**config.mk**
```make
export PLATFORM = sky130hd
export DESIGN_NAME = alg_dev_flat
export DESIGN_NICKNAME = d
export VERILOG_FILES = /design/src/hw/alg_pkg.sv /design/src/hw/alg_link_if.sv /design/src/hw/alg_dev.sv /design/src/flat_wrapper.sv
export SDC_FILE = /design/constraint.sdc
export NUM_CORES = 1
export LEC_CHECK = 0
export ABC_CLOCK_PERIOD_IN_PS = 14300
export BUFFER_PORTS_ARGS = -buffer_cell sky130_fd_sc_hd__buf_2
export CORE_ASPECT_RATIO = 1.5
export CORE_MARGIN = 2
export CORE_UTILIZATION = 54
export DETAILED_ROUTE_END_ITERATION = 10
export PLACE_DENSITY = 0.7
export SLEW_MARGIN = 20
export SYNTH_ARGS = -nofsm -noshare
export SYNTH_HDL_FRONTEND = slang
export SYNTH_SLANG_ARGS = --single-unit
```
**constraint.sdc**
```tcl
create_clock -name clk_in -period 14.3 [get_ports clk_in]
set_input_delay 2.145 -clock clk_in [delete_from_list [all_inputs] [get_ports clk_in]]
set_output_delay 2.145 -clock clk_in [all_outputs]
set_load 0.1 [all_outputs]
```
**src/hw/alg_pkg.sv**
```systemverilog
// constants shared by both ends of the converter back end and config link
//
// How it works
// sample on sample-clock rise, shift pipeline each edge
// fast path: raw word out after ten edges
// slow output clock adds one more edge
// any reset returns fast path, functions off
// digital functions lengthen the latency
// host sets fast_path_disable before other settings
// fast_path_disable also enables gain at 0 dB
// gain 0 to 6 dB in half-dB steps
// each gain step shrinks full scale proportionally
// 12/14-bit word, binary or twos, DDR or CMOS
// serial transfer: 8-bit address then 8-bit data
// host keeps serial clock at or below 20 MHz
// host pulses reset high for serial setup
// host reset pulse between 10 ns and 1 us
// host waits 100 ns before selecting
// gain only: sixteen edges latency
// gain plus offset correction: seventeen edges
// gain codes 0..12, code 0 is 0 dB
// one delay line for all paths, no reordering
package alg_pkg;
   // ------------------------------------------------------------
   // data path
   // ------------------------------------------------------------
   localparam int          WORD_W      = 14;
   localparam int          LANE_W      = WORD_W / 2;
   localparam int          DEPTH       = 18;
   localparam logic [4:0]  LAT_FAST    = 5'h0A;
   localparam logic [4:0]  LAT_GAIN    = 5'h10;
   localparam logic [4:0]  LAT_OFFS    = 5'h11;
   localparam logic [4:0]  LAT_EXTRA   = 5'h01;
   localparam logic [13:0] SIGN_FLIP   = 14'h2000;
   localparam logic [13:0] NARROW_MASK = 14'h3FFC;
   localparam int          OFFS_SHIFT  = 8;
   localparam int          GAIN_FRAC   = 10;
   localparam logic [3:0]  GAIN_MAX    = 4'hC;
   localparam logic signed [15:0] POS_FS = 16'sh1FFF;
   localparam logic signed [15:0] NEG_FS = -16'sh2000;
   // gain in 1/1024 units, one entry per half-dB step
   localparam logic [11:0] GAIN_TAB [0:12] = '{
      12'h400, 12'h43D, 12'h47D, 12'h4C1, 12'h509, 12'h556, 12'h5A7,
      12'h5FC, 12'h657, 12'h6B7, 12'h71D, 12'h789, 12'h7FB};
   // ------------------------------------------------------------
   // serial configuration map
   // ------------------------------------------------------------
   localparam int         CFG_BITS   = 16;
   localparam logic [7:0] ADDR_LAT   = 8'h01;
   localparam logic [7:0] ADDR_GAIN  = 8'h02;
   localparam logic [7:0] ADDR_OFFS  = 8'h03;
   localparam logic [7:0] ADDR_FMT   = 8'h04;
   localparam int         BIT_FPD    = 0;
   localparam int         BIT_SLOW   = 1;
   localparam int         BIT_OFFS   = 0;
   localparam int         BIT_TWOS   = 0;
   localparam int         BIT_DDR    = 1;
   localparam int         BIT_NARROW = 2;
   // ------------------------------------------------------------
   // host timing
   // ------------------------------------------------------------
   localparam int CLK_MHZ      = 100;
   localparam int SCLK_MAX_MHZ = 20;
   localparam int RST_PULSE_NS = 100;
   localparam int RST_WAIT_NS  = 100;
   localparam int SAMPLE_NS    = 160;
   localparam int SCLK_HALF    =
      (1000 * CLK_MHZ + 2 * SCLK_MAX_MHZ * 1000 - 1)
      / (2 * SCLK_MAX_MHZ * 1000);
   localparam int RST_CYC      = RST_PULSE_NS * CLK_MHZ / 1000;
   localparam int WAIT_CYC     = (RST_WAIT_NS * CLK_MHZ + 999) / 1000;
   localparam int SAMPLE_HALF  = SAMPLE_NS * CLK_MHZ / 2000;
endpackage : alg_pkg

```
**src/hw/alg_link_if.sv**
```systemverilog
// link between converter back end and capture / config host
`timescale 1ns/1ps
interface alg_link_if;
   logic                      sample_clk;
   logic                      adc_rst;
   logic                      cfg_select_n;
   logic                      cfg_sclk;
   logic                      cfg_serial_in;
   logic [alg_pkg::WORD_W-1:0] data;
   logic                      data_clk;

   modport dev (input sample_clk, adc_rst, cfg_select_n, cfg_sclk,
                cfg_serial_in, output data, data_clk);
   modport host (output sample_clk, adc_rst, cfg_select_n, cfg_sclk,
                 cfg_serial_in, input data, data_clk);
endinterface : alg_link_if

```
**src/hw/alg_dev.sv**
```systemverilog
// converter back end: delay line, gain, offset trim, output, config port
`timescale 1ns/1ps
module alg_dev
(
   input  wire logic                      clk_in,
   input  wire logic                      nrst_in,
   input  wire logic [alg_pkg::WORD_W-1:0] adc_raw_in,
   output logic                           fast_mode_out,
   output logic [4:0]                     latency_out,
   alg_link_if.dev                        link
);
   import alg_pkg::*;

   // ------------------------------------------------------------
   // synchronisers for every pin coming off the link
   // ------------------------------------------------------------
   logic [5:0]        s1_q, s2_q, s3_q;
   logic [WORD_W-1:0] raw1_q, raw2_q;

   // s3 keeps the previous synced level for edge detection
   always_ff @(posedge clk_in or negedge nrst_in)
   begin
      if (!nrst_in)
      begin
         s1_q   <= 6'h01;
         s2_q   <= 6'h01;
         s3_q   <= 6'h01;
         raw1_q <= 14'h0000;
         raw2_q <= 14'h0000;
      end
      else
      begin
         s1_q   <= {link.sample_clk, link.adc_rst, link.cfg_sclk,
                    link.cfg_serial_in, 1'b0, link.cfg_select_n};
         s2_q   <= s1_q;
         s3_q   <= s2_q;
         raw1_q <= adc_raw_in;
         raw2_q <= raw1_q;
      end
   end

   logic smp_rise, smp_fall, rst_pin, sck_rise, sel_n;
   assign smp_rise = s2_q[5] & ~s3_q[5];
   assign smp_fall = ~s2_q[5] & s3_q[5];
   assign rst_pin  = s2_q[4];
   assign sck_rise = s2_q[3] & ~s3_q[3];
   assign sel_n    = s2_q[0];

   // ------------------------------------------------------------
   // serial configuration receiver
   // ------------------------------------------------------------
   logic [15:0] sh_q, sh_d;
   logic [4:0]  cnt_q, cnt_d;
   logic [1:0]  lat_q, lat_d;
   logic [3:0]  gain_q, gain_d;
   logic        offs_q, offs_d;
   logic [2:0]  fmt_q, fmt_d;
   logic [15:0] word;

   // address arrives first, msb first, sampled on clock rise
   always_comb
   begin
      sh_d   = sh_q;
      cnt_d  = cnt_q;
      lat_d  = lat_q;
      gain_d = gain_q;
      offs_d = offs_q;
      fmt_d  = fmt_q;
      word   = {sh_q[14:0], s2_q[2]};
      if (rst_pin)
      begin
         // reset pin holds every setting at its default
         cnt_d  = 5'h00;
         lat_d  = 2'h0;
         gain_d = 4'h0;
         offs_d = 1'b0;
         fmt_d  = 3'h0;
      end
      else if (sel_n)
         cnt_d = 5'h00;      // a short frame is dropped
      else if (sck_rise)
      begin
         sh_d  = word;
         cnt_d = cnt_q + 5'h01;
         if (cnt_q == 5'(CFG_BITS - 1))
         begin
            cnt_d = 5'h00;
            case (word[15:8])
               ADDR_LAT:
               begin
                  lat_d = word[1:0];
                  if (word[BIT_FPD] && !lat_q[BIT_FPD])
                     gain_d = 4'h0;
               end
               ADDR_GAIN: gain_d = word[3:0];
               ADDR_OFFS: offs_d = word[BIT_OFFS];
               ADDR_FMT:  fmt_d  = word[2:0];
               default:   ;
            endcase
         end
      end
   end

   always_ff @(posedge clk_in or negedge nrst_in)
   begin
      if (!nrst_in)
      begin
         sh_q   <= 16'h0000;
         cnt_q  <= 5'h00;
         lat_q  <= 2'h0;
         gain_q <= 4'h0;
         offs_q <= 1'b0;
         fmt_q  <= 3'h0;
      end
      else
      begin
         sh_q   <= sh_d;
         cnt_q  <= cnt_d;
         lat_q  <= lat_d;
         gain_q <= gain_d;
         offs_q <= offs_d;
         fmt_q  <= fmt_d;
      end
   end

   // ------------------------------------------------------------
   // delay line and latency selection
   // ------------------------------------------------------------
   logic [WORD_W-1:0] line_q [DEPTH], line_d [DEPTH];
   logic [4:0]        lat;
   logic              fpd, offs_on;

   assign fpd     = lat_q[BIT_FPD];
   assign offs_on = fpd & offs_q;

   // functions cost extra stages; slow output clock one more
   always_comb
   begin
      if (!fpd)
         lat = LAT_FAST;
      else if (offs_on)
         lat = LAT_OFFS;
      else
         lat = LAT_GAIN;
      if (lat_q[BIT_SLOW])
         lat = lat + LAT_EXTRA;
   end

   // one shared line for every path, so a latency change can
   // repeat or skip words but never swap their order
   always_comb
   begin
      for (int i = 0; i < DEPTH; i++)
         line_d[i] = line_q[i];
      if (smp_rise)
      begin
         line_d[0] = raw2_q;
         for (int i = 1; i < DEPTH; i++)
            line_d[i] = line_q[i-1];
      end
   end

   always_ff @(posedge clk_in or negedge nrst_in)
   begin
      if (!nrst_in)
      begin
         for (int i = 0; i < DEPTH; i++)
            line_q[i] <= 14'h0000;
      end
      else
      begin
         for (int i = 0; i < DEPTH; i++)
            line_q[i] <= line_d[i];
      end
   end

   // ------------------------------------------------------------
   // offset estimate, gain and output coding
   // ------------------------------------------------------------
   logic signed [21:0] acc_q, acc_d;
   logic signed [15:0] smp, est, trim;
   logic signed [28:0] prod;
   logic signed [15:0] scaled;
   logic [3:0]         gcode;
   logic [WORD_W-1:0]  tap, coded;

   // leaky average of the incoming signed sample
   always_comb
   begin
      acc_d = acc_q;
      if (!offs_on)
         acc_d = 22'sh000000;
      else if (smp_rise)
         acc_d = acc_q + 22'(signed'({{2{~raw2_q[13]}}, raw2_q[12:0]}))
                 - (acc_q >>> OFFS_SHIFT);
   end

   always_ff @(posedge clk_in or negedge nrst_in)
   begin
      if (!nrst_in)
         acc_q <= 22'sh000000;
      else
         acc_q <= acc_d;
   end

   // raw word is offset binary; functions act on the signed value
   always_comb
   begin
      tap    = line_q[lat - 5'h01];
      smp    = 16'(signed'({~tap[13], ~tap[13], tap[12:0]}));
      est    = 16'(acc_q >>> OFFS_SHIFT);
      trim   = offs_on ? smp - est : smp;
      gcode  = (gain_q > GAIN_MAX) ? GAIN_MAX : gain_q;
      prod   = trim * signed'({1'b0, GAIN_TAB[gcode]});
      scaled = 16'(prod >>> GAIN_FRAC);
      if (scaled > POS_FS)
         scaled = POS_FS;
      else if (scaled < NEG_FS)
         scaled = NEG_FS;
      coded  = fpd ? scaled[13:0] ^ SIGN_FLIP : tap;
      if (fmt_q[BIT_TWOS])
         coded = coded ^ SIGN_FLIP;
      if (fmt_q[BIT_NARROW])
         coded = coded & NARROW_MASK;
   end

   // ------------------------------------------------------------
   // output register: cmos word, or ddr halves on the lanes
   // ------------------------------------------------------------
   logic [WORD_W-1:0] word_q, word_d, data_q, data_d;
   logic              dclk_q, dclk_d;
   logic [LANE_W-1:0] evens, odds;

   always_comb
   begin
      word_d = word_q;
      data_d = data_q;
      dclk_d = dclk_q;
      for (int i = 0; i < LANE_W; i++)
      begin
         evens[i] = coded[2*i];
         odds[i]  = word_q[2*i+1];
      end
      if (smp_rise)
      begin
         word_d = coded;
         dclk_d = 1'b0;
         data_d = fmt_q[BIT_DDR] ? WORD_W'(evens) : coded;
      end
      else if (smp_fall)
      begin
         dclk_d = 1'b1;
         if (fmt_q[BIT_DDR])
            data_d = WORD_W'(odds);
      end
   end

   always_ff @(posedge clk_in or negedge nrst_in)
   begin
      if (!nrst_in)
      begin
         word_q        <= 14'h0000;
         data_q        <= 14'h0000;
         dclk_q        <= 1'b0;
         fast_mode_out <= 1'b1;
         latency_out   <= LAT_FAST;
      end
      else
      begin
         word_q        <= word_d;
         data_q        <= data_d;
         dclk_q        <= dclk_d;
         fast_mode_out <= ~fpd;
         latency_out   <= lat;
      end
   end

   assign link.data     = data_q;
   assign link.data_clk = dclk_q;
endmodule : alg_dev

```
**src/flat_wrapper.sv**
```systemverilog
// flat-port wrapper written by rule: the top's interface ports become plain ports
module alg_dev_flat import alg_pkg::*;
  (clk_in, nrst_in, adc_raw_in, fast_mode_out, latency_out, link_sample_clk, link_adc_rst, link_cfg_select_n, link_cfg_sclk, link_cfg_serial_in, link_data, link_data_clk);
  alg_link_if link_i ();
  input  wire logic clk_in;
  input  wire logic nrst_in;
  input  wire logic [alg_pkg::WORD_W-1:0] adc_raw_in;
  output logic fast_mode_out;
  output logic [4:0] latency_out;
  input wire logic [$bits(link_i.sample_clk)-1:0] link_sample_clk;
  input wire logic [$bits(link_i.adc_rst)-1:0] link_adc_rst;
  input wire logic [$bits(link_i.cfg_select_n)-1:0] link_cfg_select_n;
  input wire logic [$bits(link_i.cfg_sclk)-1:0] link_cfg_sclk;
  input wire logic [$bits(link_i.cfg_serial_in)-1:0] link_cfg_serial_in;
  output wire logic [$bits(link_i.data)-1:0] link_data;
  output wire logic [$bits(link_i.data_clk)-1:0] link_data_clk;
  assign link_i.sample_clk = link_sample_clk;
  assign link_i.adc_rst = link_adc_rst;
  assign link_i.cfg_select_n = link_cfg_select_n;
  assign link_i.cfg_sclk = link_cfg_sclk;
  assign link_i.cfg_serial_in = link_cfg_serial_in;
  assign link_data = link_i.data;
  assign link_data_clk = link_i.data_clk;
  alg_dev u_core (.clk_in(clk_in), .nrst_in(nrst_in), .adc_raw_in(adc_raw_in), .fast_mode_out(fast_mode_out), .latency_out(latency_out), .link(link_i));
endmodule
```
==> impl_metrics.json <==
{
  "drt_iter0_markers": 865,
  "max_slew_margin": 0.283,
  "gp_congestion": 0.942,
  "postCtsResizedCells": 0,
  "tns_ns": 0,
  "drc_errors": 0,
  "antenna_found_initial": 0,
  "setup_viol": 0,
  "clkLatencyLatePin_ns": 0.54,
  "n_antenna_cell": 0,
  "slew_violations": 0,
  "drt_pass1_iterations": 6,
  "worstMarginPinSlew_ns": 1.07,
  "track_usage": 0.251,
  "fmax_ghz": 0.0771,
  "intPower_mw": 2.48,
  "drive_above_1_share": 0.211,
  "cts.sinks": 371,
  "h-tree-depth": 2,
  "cp.arrival_ns": 13.36,
  "totalWireLength_mm": 55.5,
  "hold_ws_ns": 0.339,
  "cpMaxStageDelayCell": "fa_1",
  "ys_seq_area_frac": 0.388,
  "cellPowerDensity_mw_per_mm2": 149,
  "p_sw_frac": 0.357,
  "finalHoldViolations": 0,
  "path_class": "reg -> reg",
  "period_needed_ns": 12.97,
  "skew_ns": 0.0203,
  "core_area_mm2": 0.0438,
  "die_w_um": 176,
  "synth.distinct_cells": 81,
  "cts_made_buffers": 36,
  "p_leak_nw": 12.2,
  "hp-class": "reg -> reg",
  "synth_nets": 2441,
  "cts.hold.buffers_added": 0,
  "root_buffer": "clkbuf_16",
  "cts_setup_buffers": 0,
  "grt_pass1_wl_mm": 90.3,
  "crit_path_end_kind": "flop",
  "start_kind": "flop",
  "via_count": 15800,
  "rows": 94,
  "dieArea_mm2": 0.0460,
  "clk_pin_slew_worst_paths_ns": 0.07,
  "async_flop_share": 1.00,
  "syn_area_mm2": 0.0239,
  "synth_edf_count": 0,
  "io_pins": 42,
  "cp_max_fo": 37,
  "layout_worst_path_cycle_share": 0.907,
  "area_growth_syn_to_layout_pct": 8.20,
  "wire_per_inst_um": 20.1,
  "grt_setup_unrepaired": "no",
  "switchingPower_mw": 1.38,
  "ant_nets": 0,
  "max-vdd-ir-drop_mv": 0.0972,
  "p_seq_frac": 0.414,
  "vias_per_cell": 5.70,
  "grt_remaining_overflow": 0,
  "critical_path_required_ns": 14.69,
  "grt_pass1_vias": 17000,
  "nets": 2452,
  "synth_ff_type": "dfrtp_1",
  "outcome": "finished, final reports clean",
  "maxCapViolCount": 0,
  "ys_ff_latch": 371,
  "syn-instance-count": 2153,
  "cts_buffer_depth": 3,
  "die_h_um": 262,
  "postSynthAreaPerCell_um2": 11.1,
  "io_buffers": 41,
  "grt_max_degree": 107,
  "start_util": 0.547,
  "dp_hpwl_mm": 42.1,
  "clkPwrFrac": 0.252,
  "pwr-share-comb": 0.334,
  "yosys_warnings": 0,
  "cts_tree": "done",
  "crit_path_max_incr_delay_ns": 0.78
}
-- final timing paths --
check / to / cells after the start / slack [ns] / from
worst max-delay path: u_core.link.data[3] / 46 / 1.33 / u_core.lat_q[0]
worst min-delay path: u_core.raw2_q[12] / 0 / 0.34 / u_core.raw1_q[12]
worst max register to register: u_core.link.data[3] / 46 / 1.33 / u_core.lat_q[0]
worst min register to register: u_core.raw2_q[12] / 0 / 0.34 / u_core.raw1_q[12]
max in group asynchronous: u_core.cnt_q[4] / 3 / 10.44 / nrst_in
min in group asynchronous: u_core.latency_out[2] / 1 / 1.64 / nrst_in
-- power groups by stage --
stage	Clock (mW)	Combinational [mW]	Sequential, mW
6_report	0.973	1.29	1.60
5_1_grt	1.04	1.40	1.64
4_1_cts	0.997	1.29	1.60
3_5_place_dp	0	1.29	1.62
3_3_place_gp	0	1.26	1.60
2_1_floorplan	0	0.851	1.63
-- critical path, delay by kind of cell, from the launching register on --
kind	cells	cell delay, ns
compound gates	21	4.89
xor+xnor	1	0.10
simple gates	6	1.13
mux	3	0.57
buf+inv	7	1.80
flops	1	0.32
fa+ha+maj	8	3.98
-- Yosys cell counts (5+ instances only) --
cell type,number,area (um^2)
dfrtp_1,367,9180
inv_1,320,1200
mux2_2,273,3070
nand2_1,175,657
fa_1,168,3360
nor2_1,140,526
ha_1,99,1240
a21oi_1,76,380
clkbuf_1,71,267
o21ai_0,65,325
mux2i_1,41,410
xnor2_1,38,333
mux4_2,36,811
and2_1,17,106
a21o_1,16,120
nand3_1,16,80.1
xor2_1,16,140
nor2b_1,14,87.6
nand2b_1,13,81.3
buf_1,11,41.3
nor3_1,11,55.1
o22ai_1,11,68.8
a211oi_1,10,75.1
a311oi_1,8,70.1
o21bai_1,8,60.1
or2_2,8,50.1
o21a_1,7,52.6
a21boi_0,6,45.0
a221o_1,6,60.1
o221ai_1,6,52.6
or3_1,6,37.5
o211ai_1,5,37.5
o21ai_1,5,25.0
o31ai_1,5,37.5
-- per-stage QoR --
stage / power (mW) / area [um^2] / std cells / worst slack [ns] / util
2_1_floorplan: 2.48 / 23900 / 2153 / 2.89 / -
3_3_place_gp: 2.86 / 24700 / 2702 / 1.35 / 0.564
3_5_place_dp: 2.91 / 24700 / 2702 / 1.08 / 0.564
4_1_cts: 3.89 / 25900 / 2766 / 0.986 / 0.592
5_1_grt: 4.08 / 25900 / 2766 / 0.327 / 0.592
6_report: 3.86 / 25900 / 2766 / 1.33 / 0.592
-- per-layer routing --
metal  GRT usage  wire (um)
met5           0          0
met4       0.143       3520
met3      0.0263       1670
met2       0.458      29200
met1       0.288      21100
-- layout make-up --
| type | count | area (um^2) |
|---|---|---|
| clock buffer | 53 | 1060 |
| clock inverter | 11 | 148 |
| fill | 3615 | 17900 |
| inverter | 323 | 1210 |
| multi-input combinational | 1368 | 13100 |
| sequential | 371 | 9290 |
| tap | 576 | 721 |
| timing repair buffer | 64 | 388 |
-- cell families after synthesis --
logic type / synth area share
AND/OR/NAND/NOR: 0.0791
buffers and inverters: 0.0664
flip-flops: 0.388
multiplexers: 0.180
adder cells (fa/ha/maj): 0.192
AO/OA/AOI/OAI: 0.0726
XOR/XNOR: 0.0209
other: 0.000157
-- cell usage in the layout (no fill, tap or decap), types with 9 or more instances in the layout --
| cell type | count |
|---|---|
| a211oi_1 | 10 |
| and2_1 | 17 |
| clkbuf_1 | 9 |
| a21oi_1 | 76 |
| buf_2 | 40 |
| mux2_2 | 273 |
| a21o_1 | 16 |
| fa_1 | 168 |
| o22ai_1 | 10 |
| nor3_1 | 11 |
| nand2_1 | 175 |
| clkbuf_16 | 37 |
| nand2b_1 | 13 |
| inv_1 | 320 |
| nand3_1 | 16 |
| xor2_1 | 16 |
| buf_4 | 23 |
| mux4_2 | 36 |
| nor2_1 | 139 |
| xnor2_1 | 38 |
| o21ai_0 | 63 |
| dfrtp_1 | 367 |
| mux2i_1 | 41 |
| nor2b_1 | 14 |
| ha_1 | 98 |
-- sequential cells by signal (all words and copies together) (netlist names) --
| signal | count |
|---|---|
| u_core.lat_q | 2 |
| u_core.latency_out | 5 |
| u_core.gain_q | 4 |
| u_core.link.data | 14 |
| u_core.s1_q | 5 |
| u_core.raw1_q | 14 |
| u_core.raw2_q | 14 |
| u_core.s2_q | 5 |
| u_core.line_q | 252 |
| u_core.word_q | 7 |
| u_core.link.data_clk | 1 |
| u_core.cnt_q | 5 |
| u_core.offs_q | 1 |
| u_core.acc_q | 22 |
| u_core.fmt_q | 3 |
| u_core.s3_q | 2 |
| u_core.sh_q | 15 |
Note: power is estimated with default switching activity, not from simulation.
